$ cat src/rtl/key_scan_pkg.sv
package key_scan_pkg;

    // ==========================================
    // host transfer encodings
    localparam logic [1:0] OP_READ = 2'h0;
    localparam logic [1:0] OP_WRITE = 2'h1;
    localparam logic [1:0] PORT_LOW_NIBBLE = 2'h0;
    localparam logic [1:0] PORT_HIGH_NIBBLE = 2'h1;

    // ==========================================
    // widths and reset values
    localparam int DRIVE_LINES = 16;
    localparam int SENSE_BITS = 8;
    localparam logic [15:0] DRIVE_RESET = 16'h0000;
    localparam logic [7:0] SENSE_RESET = 8'h00;

    // ==========================================
    // scan sequence, counted in address-latch rising and falling edges after the write
    typedef enum logic [2:0] {
        SCAN_IDLE = 3'b000,
        SCAN_ZERO = 3'b001,
        SCAN_ARM = 3'b010,
        SCAN_DRIVE = 3'b011,
        SCAN_HOLD = 3'b100
    } scan_state_e;

    typedef struct packed {
        logic [1:0] op;
        logic [1:0] port;
    } transfer_s;

    typedef struct packed {
        logic strobe;
        logic latch;
    } strobes_s;

endpackage : key_scan_pkg

$ cat src/rtl/key_scan_port.sv
// Functional notes
// - port strobe fall captures port and operation
// - write data taken on strobe rise
// - sense zeroed until latch rise; drive later
// - written value one-hot selects drive line
// - drive lasts exactly one latch period
// - sense inputs latched before drive ends
// - antiscan low while any line driven
// - sense bit high when pressed key couples
// - eight bits latched, split into nibbles
// - every read returns one nibble only
// - port 5 high nibble, port 4 low
// - latched byte kept across read gaps
// - writes ignored until a read executes
// - interface is nibble bus and two strobes
`timescale 1ns/10ps

module key_scan_port (
    input wire logic clock,
    input wire logic rst_n,
    input wire logic port_strobe,
    input wire logic addr_latch,
    input wire logic [3:0] host_nibble_in,
    output logic [3:0] host_nibble_out,
    output logic host_nibble_oe,
    output logic [15:0] drive_lines,
    output logic antiscan,
    output logic sense_zeroing,
    input wire logic [7:0] sense_in
);

    // ==========================================
    // strobe edge detection
    key_scan_pkg::strobes_s strobes_q;
    key_scan_pkg::transfer_s xfer_q;
    key_scan_pkg::scan_state_e state_q;
    key_scan_pkg::scan_state_e state_d;
    logic [3:0] sel_q;
    logic [7:0] sense_q;
    logic unread_q;
    logic in_write_q;
    logic in_read_q;
    logic [15:0] drive_q;
    logic antiscan_q;
    logic zero_q;
    logic [3:0] nib_q;
    logic oe_q;

    wire strobe_fall = strobes_q.strobe & ~port_strobe;
    wire strobe_rise = ~strobes_q.strobe & port_strobe;
    wire latch_fall = strobes_q.latch & ~addr_latch;
    wire latch_rise = ~strobes_q.latch & addr_latch;

    wire [1:0] op_now = host_nibble_in[3:2];
    wire [1:0] port_now = host_nibble_in[1:0];
    // scans go to port 4 or 5 only
    wire is_write = (op_now == key_scan_pkg::OP_WRITE) && !port_now[1];
    wire is_read = (op_now == key_scan_pkg::OP_READ) && !port_now[1];

    wire write_ok = is_write && !unread_q && (state_q == key_scan_pkg::SCAN_IDLE);
    wire write_data = in_write_q && strobe_rise;
    logic [15:0] decoded;
    for (genvar i = 0; i < 16; i++) begin : g_decode
        assign decoded[i] = (sel_q == 4'(i));
    end

    // nibble select by port
    // the port is taken from the bus on the fall cycle, so the first driven nibble is already right
    wire [1:0] nib_port = strobe_fall ? port_now : xfer_q.port;
    wire [3:0] read_nibble = (nib_port == key_scan_pkg::PORT_HIGH_NIBBLE) ? sense_q[7:4] : sense_q[3:0];

    // ==========================================
    // scan sequence
    always_comb begin
        state_d = state_q;
        case (state_q)
            key_scan_pkg::SCAN_IDLE: begin
                if (write_data) begin
                    state_d = key_scan_pkg::SCAN_ZERO;
                end
            end
            key_scan_pkg::SCAN_ZERO: begin
                if (latch_rise) begin
                    state_d = key_scan_pkg::SCAN_ARM;
                end
            end
            key_scan_pkg::SCAN_ARM: begin
                if (latch_fall) begin
                    state_d = key_scan_pkg::SCAN_DRIVE;
                end
            end
            key_scan_pkg::SCAN_DRIVE: begin
                if (latch_rise) begin
                    state_d = key_scan_pkg::SCAN_HOLD;
                end
            end
            key_scan_pkg::SCAN_HOLD: begin
                if (latch_fall) begin
                    state_d = key_scan_pkg::SCAN_IDLE;
                end
            end
            default: begin
                state_d = key_scan_pkg::SCAN_IDLE;
            end
        endcase
    end

    wire drive_on = (state_d == key_scan_pkg::SCAN_DRIVE) || (state_d == key_scan_pkg::SCAN_HOLD);
    // sample at latch rise inside drive
    wire sample = (state_q == key_scan_pkg::SCAN_DRIVE) && latch_rise;
    wire read_done = in_read_q && strobe_rise;

    // ==========================================
    // strobe history
    always_ff @(posedge clock or negedge rst_n) begin
        if (!rst_n) begin
            strobes_q <= '{strobe: 1'b1, latch: 1'b0};
        end else begin
            strobes_q <= '{strobe: port_strobe, latch: addr_latch};
        end
    end

    // ==========================================
    // transfer capture
    always_ff @(posedge clock or negedge rst_n) begin
        if (!rst_n) begin
            xfer_q <= '0;
            in_write_q <= 1'b0;
            in_read_q <= 1'b0;
        end else begin
            if (strobe_fall) begin
                xfer_q <= '{op: op_now, port: port_now};
                in_write_q <= write_ok;
                in_read_q <= is_read;
            end else if (strobe_rise) begin
                in_write_q <= 1'b0;
                in_read_q <= 1'b0;
            end
        end
    end

    always_ff @(posedge clock or negedge rst_n) begin
        if (!rst_n) begin
            state_q <= key_scan_pkg::SCAN_IDLE;
            sel_q <= 4'h0;
        end else begin
            state_q <= state_d;
            if (write_data) begin
                sel_q <= host_nibble_in;
            end
        end
    end

    // byte latch, high on coupling, held until next scan
    always_ff @(posedge clock or negedge rst_n) begin
        if (!rst_n) begin
            sense_q <= key_scan_pkg::SENSE_RESET;
            unread_q <= 1'b0;
        end else begin
            if (sample) begin
                sense_q <= sense_in;
            end
            if (write_data) begin
                unread_q <= 1'b1;
            end else if (read_done) begin
                unread_q <= 1'b0;
            end
        end
    end

    // ==========================================
    // next values of the pin registers
    wire [15:0] drive_d = drive_on ? decoded : key_scan_pkg::DRIVE_RESET;
    wire antiscan_d = !drive_on;
    // zeroing from accepted write fall until latch rise
    wire zero_d = (state_d == key_scan_pkg::SCAN_ZERO) || (strobe_fall && write_ok) || in_write_q;
    wire oe_d = (in_read_q && !strobe_rise) || (strobe_fall && is_read);

    // ==========================================
    // drive line pins
    always_ff @(posedge clock or negedge rst_n) begin
        if (!rst_n) begin
            drive_q <= key_scan_pkg::DRIVE_RESET;
        end else begin
            drive_q <= drive_d;
        end
    end

    // ==========================================
    // antiscan pin
    always_ff @(posedge clock or negedge rst_n) begin
        if (!rst_n) begin
            antiscan_q <= 1'b1;
        end else begin
            antiscan_q <= antiscan_d;
        end
    end

    // ==========================================
    // zeroing pin
    always_ff @(posedge clock or negedge rst_n) begin
        if (!rst_n) begin
            zero_q <= 1'b0;
        end else begin
            zero_q <= zero_d;
        end
    end

    // ==========================================
    // read nibble pins
    // one nibble per read
    always_ff @(posedge clock or negedge rst_n) begin
        if (!rst_n) begin
            nib_q <= 4'h0;
        end else begin
            nib_q <= read_nibble;
        end
    end

    always_ff @(posedge clock or negedge rst_n) begin
        if (!rst_n) begin
            oe_q <= 1'b0;
        end else begin
            oe_q <= oe_d;
        end
    end

    assign host_nibble_out = nib_q;
    assign host_nibble_oe = oe_q;
    assign drive_lines = drive_q;
    assign antiscan = antiscan_q;
    assign sense_zeroing = zero_q;

endmodule : key_scan_port

$ cat config.mk
export PLATFORM = sky130hd
export DESIGN_NAME = key_scan_port
export DESIGN_NICKNAME = d
export VERILOG_FILES = /design/src/rtl/key_scan_pkg.sv /design/src/rtl/key_scan_port.sv
export SDC_FILE = /design/constraint.sdc
export NUM_CORES = 1
export LEC_CHECK = 0
export BUFFER_PORTS_ARGS = -buffer_cell sky130_fd_sc_hd__buf_2
export CORE_MARGIN = 2
export CORE_UTILIZATION = 50
export CTS_BUF_LIST = sky130_fd_sc_hd__clkbuf_4 sky130_fd_sc_hd__clkbuf_8
export CTS_CLUSTER_DIAMETER = 30
export CTS_CLUSTER_SIZE = 10
export DETAILED_ROUTE_END_ITERATION = 8
export PLACE_DENSITY = 0.76
export SLEW_MARGIN = 40
export SYNTH_ARGS = -nofsm -noshare
export SYNTH_HDL_FRONTEND = slang
export SYNTH_SLANG_ARGS = --single-unit
$ cat constraint.sdc
create_clock -name clock -period 1.7 [get_ports clock]
set_input_delay 0.34 -clock clock [delete_from_list [all_inputs] [get_ports clock]]
set_output_delay 0.34 -clock clock [all_outputs]
set_load 0.02 [all_outputs]
Word-level counts from Yosys, hierarchy flattened
Cells that the tools add are included.
W data, S select, Z words.
- register bits after elaboration: 45
- latch bits: 0
- memory bits (writable): 0
- memory bits (read-only): 0
- input bits: 16
- output and inout bits: 23
- logic and storage cells: 83
- memories kept: 0
- add/sub/neg operators: 0
- multiply operators: 0
- div/mod/pow operators: 0
- order comparisons: 0
- equal/unequal tests: 24
- shift-type cells: 0
- mux-type cells: 14
- bitwise gates (word level): 8
- reductions and logical operators: 23
- operators by type and width (cell ; number):
    $eq A4 B4 Y1 const B ; 8
    $eq A4 B3 Y1 const B ; 4
    $mux W16 ; 1
    $mux W3 ; 5
    $pmux W3 S5 ; 1
    $logic_and A1 B1 Y1 ; 10
    $eq A3 B2 Y1 const B ; 3
    $eq A4 B2 Y1 const B ; 2
    $eq A3 B1 Y1 const B ; 2
    $eq A3 B3 Y1 const B ; 2
    $mux W1 ; 5
    $and A1 B1 Y1 ; 4
    $eq A2 B1 Y1 const B ; 2
    $eq A4 B1 Y1 const B ; 1
    $logic_not A1 Y1 ; 4
    $logic_not A4 Y1 ; 1
    $logic_or A1 B1 Y1 ; 4
    $mux W4 ; 1
    $not A1 Y1 ; 4
    $reduce_bool A2 Y1 ; 2
    $logic_not A3 Y1 ; 1
    $logic_not A2 Y1 ; 1
    $mux W2 ; 1

Logic depth before layout (Yosys ltp)
Gate-level depths: netlist of run 1.
- depth in word-level cells: 8
- depth in mapped cells: 5
- mapped depth without buffers: 5

Least setup slack after synthesis of run 1
OpenSTA, ideal clock, no wires.
- path kind: reg2reg
- from: register strobes_q[0] (netlist name)
- to: register drive_q[12] (netlist: drive_lines[12])
- library setup time: 122 ps
- arrival time: 1422 ps
- required time: 1578 ps
- path slack: 156 ps
- stages on the path, launching flop included: 5
- path buffers: 1
- cell sequence: dfrtp_1 -> nor2b_1 -> or4b_1 -> buf_6 -> a2111oi_1
- longest elaborated chain between the ends: 7
- elaborated cells between the ends (all ways): 12
- ends and longest elaborated chain (item ; line ; source):
    start: declaration ; key_scan_port.sv:34 ; key_scan_pkg::strobes_s strobes_q;
    start signal: assignment ; key_scan_port.sv:117 ; strobes_q <= '{strobe: 1'b1, latch: 1'b0};
    start signal: assignment ; key_scan_port.sv:119 ; strobes_q <= '{strobe: port_strobe, latch: addr_latch};
    $not A1 Y1 ; key_scan_port.sv:52 ; wire latch_rise = ~strobes_q.latch & addr_latch;
    $and A1 B1 Y1 ; key_scan_port.sv:52 ;
    $mux W3 (on tied branches) ; key_scan_port.sv:93, key_scan_port.sv:83 ;
    $pmux W3 S5 (*) ; key_scan_port.sv:76 ; case (state_q)
    $eq A3 B2 Y1 / $eq A3 B3 Y1 (equally long branches) ; key_scan_port.sv:108 ; wire drive_on = (state_d == key_scan_pkg::SCAN_DRIVE) || (state_d == key_scan_pkg::SCAN_HOLD);
    $logic_or A1 B1 Y1 (*) ; key_scan_port.sv:108 ;
    $mux W16 (*) ; key_scan_port.sv:173 ; wire [15:0] drive_d = drive_on ? decoded : key_scan_pkg::DRIVE_RESET;
    net drive_d[12] ; key_scan_port.sv:173 ;
    end signal: assignment ; key_scan_port.sv:183 ; drive_q <= key_scan_pkg::DRIVE_RESET;
    end signal: assignment ; key_scan_port.sv:185 ; drive_q <= drive_d;
    end: declaration ; key_scan_port.sv:43 ; logic [15:0] drive_q;
The timed path passes the listed nets; every way through them passes the cells marked *.
A chain may end at the register's enable or synchronous reset.

Final worst setup path of run 1
- from: register strobes_q[0] (netlist name)
- to: register drive_q[14] (netlist: drive_lines[14])
The elaborated chain is that of the path after synthesis.

==> reports/metrics.csv, run 1 <==
metric;value;unit
critical_path_class;flop to flop;
setup.worst_path.start;strobes_q[0]$_DFF_PN0_;
clkLatencyLatePin;370;ps
crit_family;simple AND/OR/NAND/NOR gates;
p_leak;0.00106;µW
path_buf_inv;1;
firstDrtPassIters;4;
synth-edff-count;0;
cts_setup_buffers;0;
rsz0062_at_grt;yes;
fin_crit_sh;95.4;%
synthCells;128;
irDropWorstVdd;0.840;mV
hold_violations;0;
wl_per_cell;13.6;µm
design.final.nets;197;
yosysWarnings;0;
r2r-start;strobes_q[0]$_DFF_PN0_;
syn_nets;146;
grt_pass1_vias;1166;
synth_top_area_share;60.4;%
numPlacedInstances;218;
yosys_most_used_dff;dfrtp_1;
power.density;1240;nW/µm²
die_y;63.7;µm
postRouteAntennaNets;0;
final_cell_count_no_fill;226;
period_needed;1620;ps
relSlewSlack;56.2;%
dieWidth;63.7;µm
synth.area.top_cells;dfrtp_1, mux2_2, a211oi_1;
synth.most_common_cell;dfrtp_1;
hp-class;input port to async pin;
cts_tree;yes;
routabilityCongestion;0.830;
required;1980;ps
core-area;3390;µm²
grt_pass1_wl;5310;µm
io-pin-count;39;
io_buffers;38;
ys_top_cells_by_count;dfrtp_1, mux2_2, a211oi_1, nand2_1, nand2b_1;
dp_slack;-47.0;ps
ys_seq_area_share;63.3;%
synth_cell_types;29;
grt_max_degree;46;
drive_gt1_share;46.1;%
crit_chain;nor2b_1, or4b_4, buf_4, a211oi_1;
status;completed;
drt_iter0_markers;25;
drt_wl_total;3070;µm
worstMarginPinSlew;653;ps
grt_usage;17.5;%
grt_antenna_before_repair;0;
hpwl;2200;µm
cts.htree.levels;2;
setup_ws;78.3;ps
drv_slew;0;
clk_path_buf_depth;2;
fmax;617;MHz
cp_max_fo;10;
clockRootBuffer;clkbuf_4;
dieArea;4060;µm²
syn_to_final_growth;21.4;%
synth_seq_cells;45;
max_stage_delay;560;ps
setup_viol_count_final;0;
vias;1191;
async_reset_ff_share;100;%
maxCapViolCount;0;
critPathSlowestCell;or4b_4;
rows;21;
syn_area;1780;µm²
end_kind;flop;
n_antenna_cell;0;
clkTransAtPathRegs;130;ps
cp.arrival;1900;ps
cts_buffers;5;
overflow;0;
drc;0;
cts.sinks;45;
cp-start-kind;flop;
syn_avg_cell_area;13.9;µm²
yosysTopAreaCell;dfrtp_1;
fin_skew;17.3;ps
start_util;52.6;%
viasPerCell;5.27;
## placed cells by master, fill, tap and decap left out, drive strengths merged
cell type	netlist	routed
and4b	2	2
inv	4	5
xor2	1	1
o22ai	1	1
or4b	2	2
buf	3	48
mux2	18	18
or3	1	1
nor2b	4	4
a32oi	1	1
a21oi	2	2
a2111oi	6	6
nor2	2	2
ha	2	2
dfstp	2	2
clkinvlp	0	1
or4	1	1
nor4b	2	2
a211oi	9	9
dfrtp	43	43
nand3b	1	1
nand2	9	9
clkbuf	1	5
and2	1	1
clkinv	0	1
o21ai	4	4
nand2b	6	6
## area by class of cell
class                      count  area, µm²
fill                         270       1220
sequential                    45       1130
multi-input combinational     75        627
timing repair buffer          48        278
tap                           46       57.6
clock buffer                   5       37.5
clock inverter                 3       21.3
inverter                       4       15.0
## worst paths after layout
check	to	slack, ps	cells past startpoint
max in group asynchronous	strobes_q[1]$_DFF_PN1_	1290	2
min in group clock	strobes_q[1]$_DFF_PN1_	90	1
worst max-delay path	drive_lines[14]$_DFF_PN0_	80	4
worst min register to register	unread_q$_DFFE_PN0P_	500	2
worst max register to register	drive_lines[14]$_DFF_PN0_	80	4
worst min-delay path	drive_lines[9]$_DFF_PN0_	30	2
## power breakdown
part	total [µW]	internal, µW	switching (µW)
Combinational	758	351	407
Sequential	1420	1300	118
Clock	513	164	350
## through the flow
stage               total power, µW  area (µm²)  hold WS [ps]  TNS, ps  util (%)
finish                         2690        2160          30.7        0      63.9
global route                   2880        2160          52.5    -13.4      63.9
CTS                            2710        2150          28.4        0      63.4
detailed placement             2190        2090           442     -112      61.6
global placement               2160        2090           435        0      61.6
floorplan                      1920        1780          44.4        0         -
## what timing repair did
item | in CTS | in global routing
pin swaps | 0 | 0
endpoints found under the setup margin | 13 | 5
resized for setup | 1 | 3
hold buffers | 0 | 0
## flip-flops by register name, indices dropped and copies added, names as in the netlist
register,flops
antiscan,1
drive_lines,16
host_nibble_oe,1
host_nibble_out,4
in_read_q,1
in_write_q,1
sel_q,4
sense_q,8
sense_zeroing,1
state_q,3
strobes_q,2
unread_q,1
xfer_q,2
## per-layer routing
layer | GRT usage, % | vias up | wire [µm]
met5 | 0 | - | 0
met4 | 8.97 | 0 | 65
met3 | 5.00 | 4 | 180
met2 | 28.3 | 38 | 1480
met1 | 21.3 | 574 | 1340
li1 | - | 575 | -
## worst reg2reg max path: stages (launching register included)
cell      delay, ps
dfrtp_1         410
nor2b_1         150
or4b_4          560
buf_4           210
a211oi_1        220
## logic make-up (layout without fill, tap and decap cells)
family / count (synthesis) / after routing / share of synthesized area, %
DFF: 45 / 45 / 63.3
buffers and inverters: 8 / 60 / 2.60
muxes: 18 / 18 / 11.4
and+or+nand+nor: 31 / 31 / 10.6
xor gates and xnor gates: 1 / 1 / 0.491
AOI/OAI and AO/OA: 23 / 23 / 10.2
adders and majority gates: 2 / 2 / 1.40
Note: power is estimated with default switching activity, not from simulation.
==> run 2, diff against run 1 <==
Settings changed: CORE_MARGIN 2 to not set.
==> reports/metrics.csv, run 2 (synthesis results as in run 1) <==
metric;value;unit;change
final_common_cell;dfrtp_1;;unchanged
grt_antenna_before_repair;0;;unchanged
dp_slack;-40.9;ps;was -47.0 ps
drt_wl_total;3190;µm;was 3070 µm
irDropWorstVdd;0.660;mV;was 0.840 mV
dieWidth;61.7;µm;was 63.7 µm
fin_hold_ws;87.9;ps;was 30.7 ps
wl_per_cell;14.2;µm;was 13.6 µm
worstMarginPinSlew;492;ps;was 653 ps
grt_pass1_vias;1097;;was 1,166
fmax;579;MHz;was 617 MHz
cts.htree.levels;2;;unchanged
largest_reg_flops;16;;unchanged
tns;-26.8;ps;was 0 ps
clkLatencyLatePin;350;ps;was 370 ps
maxCapViolCount;0;;unchanged
cp_max_fo;18;;was 10
hp-class;input port to flop;;was input port to async pin
fin_skew;5.69;ps;was 17.3 ps
setup_ws;-26.8;ps;was 78.3 ps
overflow;0;;unchanged
clk_path_buf_depth;2;;unchanged
design.final.nets;196;;was 197
cts_setup_buffers;0;;unchanged
setup_viol_count_final;1;;was 0
core-area;3360;µm²;was 3390 µm²
status;finished, violations left;;was completed
numPlacedInstances;216;;was 218
start_util;53.0;%;was 52.6%
cts.sinks;45;;unchanged
io_buffers;38;;unchanged
firstDrtPassIters;4;;unchanged
relSlewSlack;67.2;%;was 56.2%
required;1930;ps;was 1980 ps
cp.arrival;1960;ps;was 1900 ps
rsz0062_at_grt;yes;;unchanged
clockRootBuffer;clkbuf_4;;unchanged
period_needed;1730;ps;was 1620 ps
vias;1207;;was 1,191
grt_pass1_wl;5090;µm;was 5310 µm
layout_common_cells;dfrtp_1, buf_2, mux2_2;;unchanged
syn_to_final_growth;24.1;%;was 21.4%
postLayoutCoreUtil;65.8;%;was 63.9%
dieArea;3810;µm²;was 4060 µm²
final_cell_count_no_fill;225;;was 226
grt_max_degree;26;;was 46
postRouteAntennaNets;0;;unchanged
violations;setup timing;;
routabilityCongestion;0.833;;was 0.830
fin_crit_sh;102;%;was 95.4%
drv_slew;0;;unchanged
end_kind;flop;;unchanged
drc;0;;unchanged
cts_tree;yes;;unchanged
cp-start-kind;flop;;unchanged
grt_usage;19.2;%;was 17.5%
drive_gt1_share;45.8;%;was 46.1%
io-pin-count;39;;unchanged
power.density;1290;nW/µm²;was 1240 nW/µm²
drt_iter0_markers;18;;was 25
n_antenna_cell;0;;unchanged
viasPerCell;5.36;;was 5.27
hold_violations;0;;unchanged
critical_path_class;flop to flop;;unchanged
cts_buffers;5;;unchanged
p_leak;0.00107;µW;was 0.00106 µW
hpwl;2300;µm;was 2200 µm
clkTransAtPathRegs;120;ps;was 130 ps
die_y;61.7;µm;was 63.7 µm
rows;21;;unchanged
## run 2: changes by cell type in the layout (fill, tap and decap cells not counted), moves of 2 or more
cell       before  now
a211oi_2        2    0
a2111oi_1       3    0
a211oi_1        7    9
buf_4           9    6
a2111oi_4       0    2
## run 2: final timing paths
check                      depth (start not counted)              startpoint                  endpoint  slack, ps
min reg2reg                                        2    unread_q$_DFFE_PN0P_      unread_q$_DFFE_PN0P_        490
min                                                1             port_strobe    strobes_q[1]$_DFF_PN1_         90
max in group asynchronous                          3                   rst_n        antiscan$_DFF_PN1_        650
max reg2reg                                        4  strobes_q[0]$_DFF_PN0_  drive_lines[1]$_DFF_PN0_        -30
max                                                4  strobes_q[0]$_DFF_PN0_  drive_lines[1]$_DFF_PN0_        -30
min in group asynchronous                          2                   rst_n    strobes_q[0]$_DFF_PN0_        480
## run 2: critical path: stages (launching register included)
cell       delay [ps]
dfrtp_1           420
nor2b_1           150
or4b_1            490
buf_6             190
a2111oi_2         360
## run 2: metrics by stage
| stage | total power (µW) | instance area, µm² |
|---|---|---|
| detailed placement | 2190 | 2070 |
| finish | 2860 | 2210 |
| floorplan | 1920 | 1780 |
| CTS | 2850 | 2170 |
| global placement | 2140 | 2070 |
| global route | 3020 | 2210 |
## run 2: what timing repair did
| action | in CTS | in global routing |
|---|---|---|
| hold buffers | 1 | 0 |
| resized for setup | 2 | 7 |
| cloned | 0 | 0 |
| endpoints found under the setup margin | 2 | 11 |
| hold endpoints to repair | 19 | 0 |
## run 2: per-layer routing
| metal | GRT usage (%) | up-vias | share of wire (%) |
|---|---|---|---|
| met3 | 5.59 | 8 | 4.1 |
| met1 | 24.1 | 599 | 43 |
| met4 | 9.52 | 0 | 2.7 |
| li1 | - | 568 | - |
| met5 | 0 | - | 0 |
| met2 | 30.7 | 32 | 50 |
## run 2: power by group
| group | total, µW | switching [µW] | internal, µW |
|---|---|---|---|
| clock network | 652 | 327 | 324 |
| logic | 770 | 418 | 353 |
| registers | 1440 | 134 | 1300 |
| total | 2860 | 879 | 1980 |
## run 2: cell type report
type	instances	area (µm²)
clock buffers	6	45.0
clock inverters	2	35.0
fillers	294	1150
inverters	4	15.0
multi-input cells	75	656
flip-flops and latches	45	1130
well taps	46	57.6
repair buffers	47	277
==> run 3, diff against run 2 <==
Settings changed: ABC_AREA set to 1.
==> reports/metrics.csv, run 3 <==
metric;value;unit;change
end_kind;flop;;unchanged
postRouteAntennaNets;0;;unchanged
worstMarginPinSlew;532;ps;was 492 ps
syn_to_final_growth;18.1;%;was 24.1%
cp.arrival;1710;ps;was 1960 ps
drc;0;;unchanged
hold_buffers;0;;was 1
drive_gt1_share;29.8;%;was 45.8%
drv_slew;0;;unchanged
design.final.nets;255;;was 196
hp-class;input port to async pin;;was input port to flop
cts.htree.levels;2;;unchanged
syn_nets;211;;was 146
clk_path_buf_depth;2;;unchanged
vias;1339;;was 1,207
grt_antenna_before_repair;0;;unchanged
die_y;63.6;µm;was 61.7 µm
ys_top_cells_by_count;nand2_1, dfrtp_1, inv_1;;was dfrtp_1, mux2_2, a211oi_1, nand2_1, nand2b_1
io-pin-count;39;;unchanged
viasPerCell;4.71;;was 5.36
critical_path_class;flop to flop;;unchanged
p_leak;0.00120;µW;was 0.00107 µW
hold_violations;0;;unchanged
tns;0;ps;was -26.8 ps
drt_wl_total;3070;µm;was 3190 µm
synthCells;193;;was 128
dp_slack;164;ps;was -40.9 ps
grt_pass1_vias;1263;;was 1,097
setup_ws;149;ps;was -26.8 ps
dieWidth;63.6;µm;was 61.7 µm
wl_per_cell;10.8;µm;was 14.2 µm
firstDrtPassIters;4;;unchanged
io_buffers;38;;unchanged
clockRootBuffer;clkbuf_8;;was clkbuf_4
postLayoutCoreUtil;64.5;%;was 65.8%
status;completed;;was finished, violations left
syn_area;1890;µm²;was 1780 µm²
async_reset_ff_share;100;%;unchanged
maxCapViolCount;0;;unchanged
grt_max_degree;46;;was 26
relSlewSlack;64.5;%;was 67.2%
synth_seq_cells;45;;unchanged
syn_avg_cell_area;9.82;µm²;was 13.9 µm²
n_antenna_cell;0;;unchanged
drt_iter0_markers;29;;was 18
required;1860;ps;was 1930 ps
fin_hold_ws;117;ps;was 87.9 ps
period_needed;1550;ps;was 1730 ps
yosys_most_used_dff;dfrtp_1;;unchanged
synth_top_area_share;56.8;%;was 60.4%
cts_tree;yes;;unchanged
fillers;296;;was 294
routabilityCongestion;0.845;;was 0.833
largest_reg_flops;16;;unchanged
yosysTopAreaCell;dfrtp_1;;unchanged
cp-start-kind;flop;;unchanged
clkLatencyLatePin;290;ps;was 350 ps
final_common_cell;nand2_1;;was dfrtp_1
grt_usage;17.7;%;was 19.2%
ys_seq_area_share;59.6;%;was 63.3%
fin_crit_sh;91.2;%;was 102%
power.density;1350;nW/µm²;was 1290 nW/µm²
setup_viol_count_final;0;;was 1
dieArea;4040;µm²;was 3810 µm²
overflow;0;;unchanged
fmax;645;MHz;was 579 MHz
cts.sinks;45;;unchanged
rsz0062_at_grt;no;;was yes
cp_max_fo;16;;was 18
rows;21;;unchanged
cts_buffers;5;;unchanged
irDropWorstVdd;0.705;mV;was 0.660 mV
clkTransAtPathRegs;80;ps;was 120 ps
synth_cell_types;25;;was 29
synth.area.top_cells;dfrtp_1, nand2_1, inv_1;;was dfrtp_1, mux2_2, a211oi_1
synth-edff-count;0;;unchanged
core-area;3470;µm²;was 3360 µm²
start_util;54.6;%;was 53.0%
fin_skew;6.44;ps;was 5.69 ps
grt_pass1_wl;5580;µm;was 5090 µm
hpwl;2200;µm;was 2300 µm
yosysWarnings;0;;unchanged
layout_common_cells;nand2_1, dfrtp_1, buf_2;;was dfrtp_1, buf_2, mux2_2
synth.most_common_cell;nand2_1;;was dfrtp_1
run 3: changes by cell type after synthesis, moves of 8 or more:
cell / delta
nand2_1: +41
inv_1: +21
mux2_2: -18
o21ai_0: +14
a21oi_2: +10
nor2_1: +10
a211oi_1: -9
nand3_1: +8
run 3: metrics by stage:
| step | area [µm²] | power (µW) | std cells |
|---|---|---|---|
| after floorplan | 1890 | 2060 | 193 |
| after global placement | 2120 | 2230 | 276 |
| after detailed placement | 2120 | 2250 | 276 |
| after CTS | 2230 | 3040 | 284 |
| after global routing | 2240 | 3220 | 284 |
| final | 2240 | 3010 | 284 |
run 3: power breakdown:
part | internal [µW] | total, µW | switching [µW]
Clock | 452 | 777 | 325
Sequential | 1300 | 1440 | 140
Combinational | 259 | 796 | 536
Total | 2010 | 3010 | 1000
run 3: critical path: stages (launching register included):
cell,delay (ps)
dfstp_2,540
inv_1,50
ha_1,190
nand2_1,90
inv_1,80
nand3_2,80
nand3_4,90
nand2_4,200
a21oi_1,110
run 3: what timing repair did:
action                     4_1_cts  5_1_grt
setup endpoints to repair        0        1
gates resized for setup          0        1
buffers inserted                 0        0
run 3: worst paths after layout:
check	cells after the start	end	startpoint	slack, ps
max	8	drive_lines[2]$_DFF_PN0_	strobes_q[1]$_DFF_PN1_	150
min	2	drive_lines[5]$_DFF_PN0_	rst_n	120
max reg2reg	8	drive_lines[2]$_DFF_PN0_	strobes_q[1]$_DFF_PN1_	150
min reg2reg	2	host_nibble_out[3]$_DFF_PN0_	sense_q[3]$_DFFE_PN0P_	490
max in group asynchronous	2	strobes_q[1]$_DFF_PN1_	rst_n	1210
min in group clock	1	strobes_q[1]$_DFF_PN1_	port_strobe	170
run 3: final cells by class:
cell class,count,area [µm²],share of cell area [%]
inverter,28,108,4.81
clock buffer,6,76.3,3.41
timing repair buffer,40,205,9.17
tap,46,57.6,2.57
sequential,45,1130,50.4
multi-input combinational,117,627,28.0
clock inverter,2,35.0,1.57
run 3: layer usage:
| metal | routed length, µm | vias to the layer above | part of all wire (%) | GRT usage [%] |
|---|---|---|---|---|
| li1 | - | 696 | - | - |
| met1 | 1460 | 602 | 48 | 23.0 |
| met2 | 1460 | 39 | 48 | 29.7 |
| met3 | 128 | 2 | 4.2 | 3.80 |
| met4 | 19 | 0 | 0.62 | 5.11 |
| met5 | 0 | - | 0 | 0 |
run 3: cell families (layout without fill, tap and decap cells):
family          Yosys count  in the layout  synth area share (%)
buf+inv                  31             76                  7.53
fa+ha+maj                 2              2                  1.32
compound gates           36             36                  11.6
flops                    45             45                  59.6
simple gates             79             79                  19.9
